===== src/prom_prog_pkg.sv =====
// Purpose: constants for the fuse prom programmer and reader
// Assumes: 40 MHz clock, pins synchronous to clk_in
// Notes: analogue levels are commanded by digital select lines
package prom_prog_pkg;
  localparam int unsigned CLK_MHZ = 40;
  localparam int ADDR_W = 9;
  localparam int DATA_W = 4;
  // times in ns
  localparam int unsigned SUPPLY_RAMP_TIME_NS = 10_000;
  localparam int unsigned PROGRAM_DELAY_NS = 10_000;
  localparam int unsigned PROGRAM_PULSE_WIDTH_NS = 100_000;
  localparam int unsigned TOTAL_PULSE_NS = 1_000_000;
  localparam int unsigned READ_ACCESS_NS = 70;
  // cycle counts; least times round up
  localparam int unsigned RAMP_CYC = (SUPPLY_RAMP_TIME_NS * CLK_MHZ + 999) / 1000;
  localparam int unsigned DELAY_CYC = (PROGRAM_DELAY_NS * CLK_MHZ + 999) / 1000;
  localparam int unsigned PULSE_CYC = (PROGRAM_PULSE_WIDTH_NS * CLK_MHZ + 999) / 1000;
  localparam int unsigned ACCESS_CYC = (READ_ACCESS_NS * CLK_MHZ + 999) / 1000;
  localparam int unsigned MAX_PULSES = TOTAL_PULSE_NS / PROGRAM_PULSE_WIDTH_NS;
  localparam int CNT_W = 16;
  localparam logic [3:0] PULSE_NUM = 4'hA;
  localparam logic [3:0] ONES = 4'hF;
endpackage


===== src/prom_programmer.sv =====
// Purpose: host that reads and field-programs a 512x4 fuse prom
// Assumes: supply and pulse levels are switched by external drivers
// Notes: one bit programmed per sequence, retried up to the total pulse budget
`timescale 1ns/10ps
module prom_programmer
  import prom_prog_pkg::*;
(
  input wire logic clk_in,
  input wire logic srst_in,
  input wire logic read_req_in,
  input wire logic prog_req_in,
  input wire logic [ADDR_W-1:0] addr_in,
  input wire logic [DATA_W-1:0] pattern_in,
  input wire logic [DATA_W-1:0] prom_data_in,
  output logic busy_out,
  output logic done_out,
  output logic reject_out,
  output logic [DATA_W-1:0] read_data_out,
  output logic [ADDR_W-1:0] prom_addr_out,
  output logic prom_cs_out,
  output logic programming_supply_level_out,
  output logic [DATA_W-1:0] output_program_pulse_level_out,
  output logic [DATA_W-1:0] prom_out_oe_out
);
  typedef enum {IDLE, READ_WAIT, SETUP, RAMP_UP, PRE_DELAY, PULSE, POST_DELAY,
    RAMP_DOWN, VERIFY_WAIT, VERIFY, FINISH} state_t;
  state_t state, next_state;
  logic [DATA_W-1:0] target, next_target;
  logic [1:0] bit_idx, next_bit_idx;
  logic [3:0] pulses, next_pulses;
  logic [DATA_W-1:0] rdata, next_rdata;
  logic next_busy, next_done, next_reject, next_cs, next_supply;
  logic [DATA_W-1:0] next_pulse;
  logic [ADDR_W-1:0] next_addr;
  logic load;
  logic [CNT_W-1:0] load_val;
  logic tmr_done;
  prom_wait_timer prom_wait_timer_inst (
    .clk_in(clk_in),
    .srst_in(srst_in),
    .load_in(load),
    .count_in(load_val),
    .done_out(tmr_done)
  );
  // ---------------------------------------------
  // sequencer; bits still wanted low are target & data read
  // ---------------------------------------------
  always_comb
  begin
    next_state = state;
    next_target = target;
    next_bit_idx = bit_idx;
    next_pulses = pulses;
    next_rdata = rdata;
    next_busy = busy_out;
    next_done = 1'b0;
    next_reject = reject_out;
    next_cs = prom_cs_out;
    next_supply = programming_supply_level_out;
    next_pulse = '0;
    next_addr = prom_addr_out;
    load = 1'b0;
    load_val = '0;
    case (state)
      IDLE:
      begin
        next_cs = 1'b1;
        if (read_req_in)
        begin
          next_addr = addr_in;
          next_cs = 1'b0;
          next_busy = 1'b1;
          load = 1'b1;
          load_val = CNT_W'(ACCESS_CYC);
          next_state = READ_WAIT;
        end
        else if (prog_req_in)
        begin
          next_addr = addr_in;
          next_target = ~pattern_in; // bits to blow
          next_reject = 1'b0;
          next_busy = 1'b1;
          next_pulses = '0;
          next_state = VERIFY_WAIT; // check first: intact bits may need nothing
          next_cs = 1'b0;
          load = 1'b1;
          load_val = CNT_W'(ACCESS_CYC);
        end
      end
      READ_WAIT:
        if (tmr_done)
        begin
          next_rdata = prom_data_in;
          next_cs = 1'b1;
          next_busy = 1'b0;
          next_done = 1'b1;
          next_state = IDLE;
        end
      SETUP:
      begin
        next_cs = 1'b1;
        next_supply = 1'b1; // outputs already released
        load = 1'b1;
        load_val = CNT_W'(RAMP_CYC);
        next_state = RAMP_UP;
      end
      RAMP_UP:
        if (tmr_done)
        begin
          load = 1'b1;
          load_val = CNT_W'(DELAY_CYC);
          next_state = PRE_DELAY;
        end
      PRE_DELAY:
        if (tmr_done)
        begin
          load = 1'b1;
          load_val = CNT_W'(PULSE_CYC);
          next_pulse[bit_idx] = 1'b1;
          next_state = PULSE;
        end
      PULSE:
      begin
        next_pulse[bit_idx] = 1'b1;
        if (tmr_done)
        begin
          next_pulse = '0;
          next_pulses = pulses + 4'h1;
          load = 1'b1;
          load_val = CNT_W'(DELAY_CYC);
          next_state = POST_DELAY; // one bit per pulse
        end
      end
      POST_DELAY:
        if (tmr_done)
        begin
          next_supply = 1'b0;
          load = 1'b1;
          load_val = CNT_W'(RAMP_CYC);
          next_state = RAMP_DOWN;
        end
      RAMP_DOWN:
        if (tmr_done)
        begin
          next_cs = 1'b0;
          load = 1'b1;
          load_val = CNT_W'(ACCESS_CYC);
          next_state = VERIFY_WAIT;
        end
      VERIFY_WAIT:
        if (tmr_done)
        begin
          next_rdata = prom_data_in;
          next_state = VERIFY;
        end
      VERIFY:
      begin
        if ((target & rdata) == '0)
        begin
          next_cs = 1'b1; // all bits to blow read low
          next_state = FINISH;
        end
        else if (target[bit_idx] && rdata[bit_idx] && pulses >= PULSE_NUM)
        begin
          next_reject = 1'b1;
          next_cs = 1'b1;
          next_state = FINISH;
        end
        else if (target[bit_idx] && rdata[bit_idx])
        begin
          next_state = SETUP; // retry same bit
        end
        else
        begin
          next_bit_idx = bit_idx + 2'h1; // next bit
          next_pulses = '0;
          if (target[bit_idx + 2'h1] && rdata[bit_idx + 2'h1])
          begin
            next_state = SETUP;
          end
        end
      end
      FINISH:
      begin
        next_busy = 1'b0;
        next_done = 1'b1;
        next_bit_idx = '0;
        next_state = IDLE;
      end
      default:
        next_state = IDLE;
    endcase
  end
  always_ff @(posedge clk_in)
  begin
    if (srst_in)
    begin
      state <= IDLE;
      target <= '0;
      bit_idx <= '0;
      pulses <= '0;
      rdata <= ONES;
      busy_out <= 1'b0;
      done_out <= 1'b0;
      reject_out <= 1'b0;
      prom_cs_out <= 1'b1;
      programming_supply_level_out <= 1'b0;
      output_program_pulse_level_out <= '0;
      prom_out_oe_out <= '0;
      prom_addr_out <= '0;
      read_data_out <= ONES;
    end
    else
    begin
      state <= next_state;
      target <= next_target;
      bit_idx <= next_bit_idx;
      pulses <= next_pulses;
      rdata <= next_rdata;
      busy_out <= next_busy;
      done_out <= next_done;
      reject_out <= next_reject;
      prom_cs_out <= next_cs;
      programming_supply_level_out <= next_supply;
      output_program_pulse_level_out <= next_pulse;
      prom_out_oe_out <= next_pulse; // driven only while pulsing, else open
      prom_addr_out <= next_addr;
      read_data_out <= next_rdata;
    end
  end
  // ---------------------------------------------
  // checks
  // ---------------------------------------------
  a_cs_high_supply: assert property (@(posedge clk_in) disable iff (srst_in)
    programming_supply_level_out |-> prom_cs_out) else $error("cs low at high supply");
  a_pulse_needs_supply: assert property (@(posedge clk_in) disable iff (srst_in)
    (output_program_pulse_level_out != '0) |-> programming_supply_level_out)
    else $error("pulse without supply");
  a_one_bit_pulse: assert property (@(posedge clk_in) disable iff (srst_in)
    $onehot0(output_program_pulse_level_out)) else $error("two bits pulsed");
  a_no_drive_rise: assert property (@(posedge clk_in) disable iff (srst_in)
    $rose(programming_supply_level_out) |-> prom_out_oe_out == '0)
    else $error("outputs driven at supply rise");
  a_addr_stable: assert property (@(posedge clk_in) disable iff (srst_in)
    programming_supply_level_out |-> $stable(prom_addr_out)) else $error("addr moved");
  a_delay_before: assert property (@(posedge clk_in) disable iff (srst_in)
    $rose(programming_supply_level_out) |-> output_program_pulse_level_out == '0 [*8])
    else $error("pulse too soon");
  a_delay_after: assert property (@(posedge clk_in) disable iff (srst_in)
    $fell(output_program_pulse_level_out != '0) |-> programming_supply_level_out [*8])
    else $error("supply dropped early");
  a_reject_cause: assert property (@(posedge clk_in) disable iff (srst_in)
    $rose(reject_out) |-> $past(pulses) >= PULSE_NUM) else $error("early reject");
  a_read_cs: assert property (@(posedge clk_in) disable iff (srst_in)
    (state == VERIFY_WAIT) |-> !prom_cs_out && !programming_supply_level_out)
    else $error("verify not enabled");
  // cycles at raised supply since it rose or since the last pulse ended;
  // an eight-cycle window alone would miss a skipped delay state
  logic [CNT_W-1:0] quiet;
  logic [CNT_W-1:0] next_quiet;
  always_comb
  begin
    next_quiet = quiet;
    if (!programming_supply_level_out || (output_program_pulse_level_out != '0))
    begin
      next_quiet = '0;
    end
    else if (quiet != '1)
    begin
      next_quiet = quiet + CNT_W'(1); // saturates, no wrap
    end
  end
  always_ff @(posedge clk_in)
  begin
    if (srst_in)
    begin
      quiet <= '0;
    end
    else
    begin
      quiet <= next_quiet;
    end
  end
  a_ramp_then_delay: assert property (@(posedge clk_in) disable iff (srst_in)
    $rose(output_program_pulse_level_out != '0) |-> quiet >= RAMP_CYC + DELAY_CYC)
    else $error("pulse before ramp and delay");
  a_delay_before_drop: assert property (@(posedge clk_in) disable iff (srst_in)
    $fell(programming_supply_level_out) && !$past(srst_in) |-> quiet >= DELAY_CYC)
    else $error("supply dropped before delay");
endmodule // prom_programmer


===== src/prom_wait_timer.sv =====
// Purpose: loadable down counter giving a done pulse
// Assumes: load wins over counting
// Notes: done is one cycle when the count reaches zero
`timescale 1ns/10ps
module prom_wait_timer
  import prom_prog_pkg::*;
(
  input wire logic clk_in,
  input wire logic srst_in,
  input wire logic load_in,
  input wire logic [CNT_W-1:0] count_in,
  output logic done_out
);
  logic [CNT_W-1:0] count;
  logic [CNT_W-1:0] next_count;
  logic next_done;
  // ---------------------------------------------
  // countdown
  // ---------------------------------------------
  always_comb
  begin
    next_count = count;
    next_done = 1'b0;
    if (load_in)
    begin
      next_count = count_in;
    end
    else if (count != '0)
    begin
      next_count = count - 1'b1;
      next_done = (count == 16'h0001);
    end
  end
  always_ff @(posedge clk_in)
  begin
    if (srst_in)
    begin
      count <= '0;
      done_out <= 1'b0;
    end
    else
    begin
      count <= next_count;
      done_out <= next_done;
    end
  end
endmodule // prom_wait_timer


===== config.mk =====
export PLATFORM = sky130hd
export DESIGN_NAME = prom_programmer
export DESIGN_NICKNAME = d
export VERILOG_FILES = /design/src/prom_prog_pkg.sv /design/src/prom_programmer.sv /design/src/prom_wait_timer.sv
export SDC_FILE = /design/constraint.sdc
export NUM_CORES = 1
export LEC_CHECK = 0
export BUFFER_PORTS_ARGS = -buffer_cell sky130_fd_sc_hd__buf_2
export CAP_MARGIN = 25
export CORE_ASPECT_RATIO = 0.5
export CORE_UTILIZATION = 55
export DETAILED_ROUTE_END_ITERATION = 7
export PLACE_DENSITY = 0.87
export SYNTH_ARGS = -nofsm -noshare
export SYNTH_HDL_FRONTEND = slang
export SYNTH_SLANG_ARGS = --single-unit

===== constraint.sdc =====
create_clock -name clk_in -period 2.65 [get_ports clk_in]
set_input_delay 0.1325 -clock clk_in [delete_from_list [all_inputs] [get_ports clk_in]]
set_output_delay 0.1325 -clock clk_in [all_outputs]
set_load 0.1 [all_outputs]

==> impl_metrics.tcl, run 1 <==
set metrics [dict create \
    synthDistinctLibCells 50 \
    antenna_cells 0 \
    dp_hpwl_mm 4.47 \
    crit_chain "inv_1 -> ha_1 -> mux4_2 -> and3_1 -> or2_2 -> a311o_1" \
    fp-row-count 17 \
    path_buf_inv 1 \
    max_freq_mhz 430 \
    fin_nets 402 \
    synth_area_per_cell_sq_um 8.32 \
    synthTopCellsByArea "dfxtp_1, nor2_1, mux2i_1" \
    finClkSkew_ns 0.00819 \
    status "completed" \
    multi_input_area_sq_um 1600 \
    reg2regPathDepth 6 \
    grt_pass1_vias 2271 \
    report.final.hold_viol_count 0 \
    grt_overflow_total 0 \
    yosysMostFrequentCell "dfxtp_1" \
    synthArstFlopShare_pct 0 \
    whs_path_depth 3 \
    tritoncts.num_buffers 5 \
    synth-main-ff-cell "dfxtp_1" \
    htree_levels 2 \
    synth_area_sq_um 2810 \
    post_cts_resized 0 \
    max_cap_violations 0 \
    vias_per_cell 5.78 \
    worst_pin_slew_ns 0.642 \
    die_area_sq_um 5410 \
    final_max_slew_viol_count 0 \
    cts_setup_buffers 0 \
    routed_wl_mm 6.29 \
    cp_slowest_cell "dfxtp_1" \
    maxSlewHeadroom_pct 57.1 \
    setup_slack_ns 0.327 \
    port_buffers 46 \
    worstPathMaxFanout 6 \
    grt_pass1_wl_mm 10.3 \
    path_class "register to register" \
    synth_common_cells "dfxtp_1, nor2_1, nand2_1, a21oi_1, nand3_1" \
    synth-edff-count 0 \
    ctsHoldBuffers 0 \
    vias 2532 \
    synth_top_area_share_pct 37.8 \
    pwr_density_cell_nw_per_um2 1260 \
    start_kind "register" \
    crit_start "bit_idx[0]" \
    grt_max_degree 34 \
    critPathTopFamily "simple AND/OR/NAND/NOR gates" \
    r2r_slack_ns 0.33 \
    slowest_delay_ns 0.46 \
    syn2layout_area_growth_pct 12.4 \
    rsz0062_at_grt "no" \
    min_period_over_period_pct 87.7 \
    holdCritPathClass "primary input to register" \
    synth_top_cell_by_area "dfxtp_1" \
    placed_area_sq_um 3050 \
    cp_data_arrival_time_ns 2.52 \
    cts_buffer_depth 2 \
    grt.total_usage_pct 25.0 \
    io_pins 47 \
    synthesis.nets 367 \
    r2r_start "bit_idx[0]" \
    gp_congestion 0.881 \
    drt_iter0_drc 199 \
    clock-sinks 53 \
    reg2reg_to "state[2]" \
    clkSlewWorstSetupHoldPaths_ns 0.10 \
    drive_above_1_share_pct 18.8 \
    synth.ff_latch_count 53 \
    finalCriticalPeriod_ns 2.32 \
    wire_per_inst_um 14.4 \
    seq_area_frac_synth_pct 37.8 \
    die_h_um 52.5 \
    peakVddDrop_v 0.000914 \
    synth_warnings 0 \
    clock_latency_ns 0.31 \
    synthCells 337 \
    cts_tree "built" \
    hold_end "rdata[3]" \
    tns_ns 0 \
    antenna_found_initial 0 \
    totalPowerFinal_uw 3980 \
    finalSetupViolations 0 \
    fp.coreArea_sq_um 4640 \
    fp.dieW_um 103 \
    ant_nets 0 \
    start_util_pct 60.5 \
    dp_slack_ns 0.379 \
    firstDrtPassIters 4 \
    design_area_sq_um 3150 \
    end_kind "register" \
    drc_errors 0 \
    cts_root_buf "clkbuf_8" \
    fillers 368 \
    critPathRequiredTime_ns 2.85 \
    holdCritStartpoint "prom_data_in[3]" \
    leakage_uw 0.00136 \
    seq_area_sq_um 1060 \
]
power breakdown:
part,switching [uW],internal (uW)
clock network,271,280
registers,241,993
logic,1390,799
routing by layer:
layer	track usage, %	vias up	part of all wire, %
li1	-	1259	-
met1	31.9	1194	48
met2	41.4	70	46
met3	6.53	9	5.0
met4	8.45	0	1.2
met5	0	-	0
area by class of cell:
class / instances / area share (%)
multi-input cells: 252 / 50.8
clock inverters: 2 / 1.23
repair buffers: 50 / 8.25
clock buffers: 5 / 2.18
flip-flops and latches: 53 / 33.7
well taps: 66 / 2.62
inverters: 10 / 1.19
registers in the layout, indices dropped and copies added, names as in the netlist:
register,flops
prom_wait_timer_inst.count,16
prom_addr_out,9
prom_out_oe_out,4
pulses,4
rdata,4
state,4
target,4
bit_idx,2
busy_out,1
done_out,1
programming_supply_level_out,1
prom_cs_out,1
prom_wait_timer_inst.done_out,1
reject_out,1
worst max path at each step:
stage / slack, ns / depth (start not counted) / endpoint
4_1_cts: 0.35 / 6 / state[2]
3_3_place_gp: 0.54 / 6 / state[2]
6_report: 0.33 / 6 / state[2]
2_1_floorplan: 0.05 / 5 / state[2]
3_5_place_dp: 0.38 / 6 / state[2]
5_1_grt: 0.23 / 6 / state[2]
worst register-to-register path: cells and delay by family, from the launching register on:
family	cells	cell delay, ns
AOI/OAI and AO/OA	1	0.38
adders and majority gates	1	0.35
buffers and inverters	1	0.13
DFF	1	0.46
muxes	1	0.30
and+or+nand+nor	2	0.59
cells in the final DEF, fill, tap and decap left out, types with 3 or more instances in the layout:
cell type	count
ha_1	9
nand2b_1	3
nand2_1	26
buf_4	4
nor2_1	45
o21ai_0	14
dfxtp_1	51
inv_1	10
xor2_1	12
o31ai_1	4
nor3b_1	3
nor2b_1	7
and2_1	6
clkbuf_8	5
or4_1	7
mux2i_1	14
a21oi_1	24
buf_2	46
nand4_1	3
nor3_1	12
or2_2	5
nand3_1	15
nor4_1	3
cells by family after synthesis:
| logic type | Yosys count | synth area share, % |
|---|---|---|
| compound gates | 64 | 14.5 |
| xor+xnor | 14 | 4.37 |
| fa+ha+maj | 9 | 4.01 |
| buf+inv | 32 | 5.04 |
| flops | 53 | 37.8 |
| mux | 17 | 7.00 |
| simple gates | 148 | 27.3 |
per-stage QoR:
step	instances	hold slack, ns	util, %
CTS	438	0.0331	68.0
floorplan	337	0.258	-
global route	438	0.0331	68.0
finish	438	0.0304	68.0
global placement	431	0.341	65.7
detailed placement	431	0.354	65.7
No activity file was read; power rests on OpenSTA's default activity.
==> run 2, diff against run 1 <==
==> constraint.sdc (replaced) <==
create_clock -name clk_in -period 2.65 [get_ports clk_in]
set_input_delay 0.1325 -clock clk_in [delete_from_list [all_inputs] [get_ports clk_in]]
set_output_delay 0.1325 -clock clk_in [all_outputs]
set_load 0.05 [all_outputs]
==> run 2 against run 1 <==
Sequential power hardly changed. Total power fell by 2.6%. Die area unchanged. Global-route usage increased by 1.5 points. Register-to-register slack better by 0.04 ns. Combinational power decreased by 5%. Core utilization is 0.11 points higher. Clock power about the same.
==> impl_metrics.tcl, run 2 (synthesized netlist as in run 1, its figures left out) <==
set metrics [dict create \
    drt_iter0_drc 208 \
    grt_pass1_wl_mm 10.9 \
    gp_congestion 0.927 \
    finalSetupViolations 0 \
    path_buf_inv 0 \
    placed_area_sq_um 3050 \
    reg_top3 "prom_wait_timer_inst.count: 16 flops, prom_addr_out: 9 flops" \
    tritoncts.num_buffers 5 \
    start_kind "register" \
    maxSlewHeadroom_pct 52.7 \
    start_util_pct 60.5 \
    fp.dieW_um 103 \
    post_cts_resized 0 \
    firstDrtPassIters 4 \
    ant_nets 0 \
    largest_reg_flops 16 \
    cts_buffer_depth 2 \
    finClkSkew_ns 0.0126 \
    antenna_cells 0 \
    final_max_slew_viol_count 0 \
    max_cap_violations 0 \
    fin_nets 403 \
    syn2layout_area_growth_pct 12.6 \
    worst_pin_slew_ns 0.708 \
    cp_data_arrival_time_ns 2.48 \
    dp_slack_ns 0.472 \
    drive_above_1_share_pct 18.5 \
    grt_overflow_total 0 \
    max_freq_mhz 438 \
    status "completed" \
    tns_ns 0 \
    htree_levels 2 \
    grt_pass1_vias 2436 \
    instances_no_fill 439 \
    die_area_sq_um 5410 \
    holdCritPathClass "primary input to register" \
    crit_chain "nand4bb_1 -> a31oi_1 -> and3_1 -> or2_2 -> a311o_1" \
    report.final.hold_viol_count 0 \
    drc_errors 0 \
    top_register "prom_wait_timer_inst.count" \
    setup_slack_ns 0.369 \
    slowest_delay_ns 0.79 \
    path_class "register to register" \
    clock_latency_ns 0.31 \
    clkSlewWorstSetupHoldPaths_ns 0.10 \
    pwr_density_cell_nw_per_um2 1230 \
    wire_per_inst_um 14.9 \
    fillers 368 \
    ctsHoldBuffers 0 \
    port_buffers 46 \
    fp-row-count 17 \
    grt.total_usage_pct 26.4 \
    layout_common_cells "dfxtp_1, buf_2, nor2_1" \
    vias 2569 \
    place_inst 432 \
    critPathTopFamily "simple AND/OR/NAND/NOR gates" \
    cts_root_buf "clkbuf_8" \
    routed_wl_mm 6.55 \
    design_area_sq_um 3160 \
    critPathRequiredTime_ns 2.85 \
    clock-sinks 53 \
    layout_commonest_cell "dfxtp_1" \
    io_pins 47 \
    dp_hpwl_mm 4.50 \
    cp_slowest_cell "dfxtp_1" \
    worstPathMaxFanout 24 \
    antenna_found_initial 0 \
    totalPowerFinal_uw 3870 \
    leakage_uw 0.00137 \
    finalCriticalPeriod_ns 2.28 \
    grt_max_degree 34 \
    min_period_over_period_pct 86.1 \
    fp.coreArea_sq_um 4640 \
    end_kind "register" \
    peakVddDrop_v 0.000666 \
    die_h_um 52.5 \
    rsz0062_at_grt "no" \
    cts_tree "built" \
    cts_setup_buffers 0 \
    vias_per_cell 5.85 \
]
## run 2: changes by cell type in the layout (fill, tap and decap cells not counted)
cell,change
dfxtp_1,+2
dfxtp_2,-2
buf_4,+1
## run 2: cell type report
class	instances	area, sq um	area share, %
multi-input cells	252	1600	50.7
flip-flops and latches	53	1060	33.6
repair buffers	51	268	8.48
clock buffers	5	68.8	2.18
well taps	66	82.6	2.61
inverters	10	37.5	1.19
clock inverters	2	38.8	1.23
## run 2: where the power goes
group	internal, uW	switching (uW)
clock	280	270
sequential	993	248
combinational	834	1250
total	2110	1770
## run 2: worst register-to-register path: stages, from the launching register on
cell	delay, ns
dfxtp_1	0.79
nand4bb_1	0.30
a31oi_1	0.12
and3_1	0.28
or2_2	0.34
a311o_1	0.35
## run 2: path summary, 6_finish.rpt
path                    from        end  slack [ns]  cells after the start
max                 state[2]   state[2]        0.37                      5
min          prom_data_in[3]   rdata[3]        0.03                      3
max reg2reg         state[2]   state[2]        0.37                      5
min reg2reg        pulses[3]  pulses[3]        0.48                      1
## run 2: layer usage
layer	global-route usage, %	share of wire [%]	up-vias
met5	0	0	-
met4	10.6	1.1	0
met3	7.07	6.0	10
met2	46.3	48	92
met1	31.2	45	1210
li1	-	-	1257
## run 2: per-stage QoR
step                utilization (%)  hold slack, ns
floorplan                         -           0.258
global placement               65.8           0.341
detailed placement             65.8           0.351
CTS                            68.1          0.0344
global route                   68.1          0.0471
finish                         68.1          0.0309
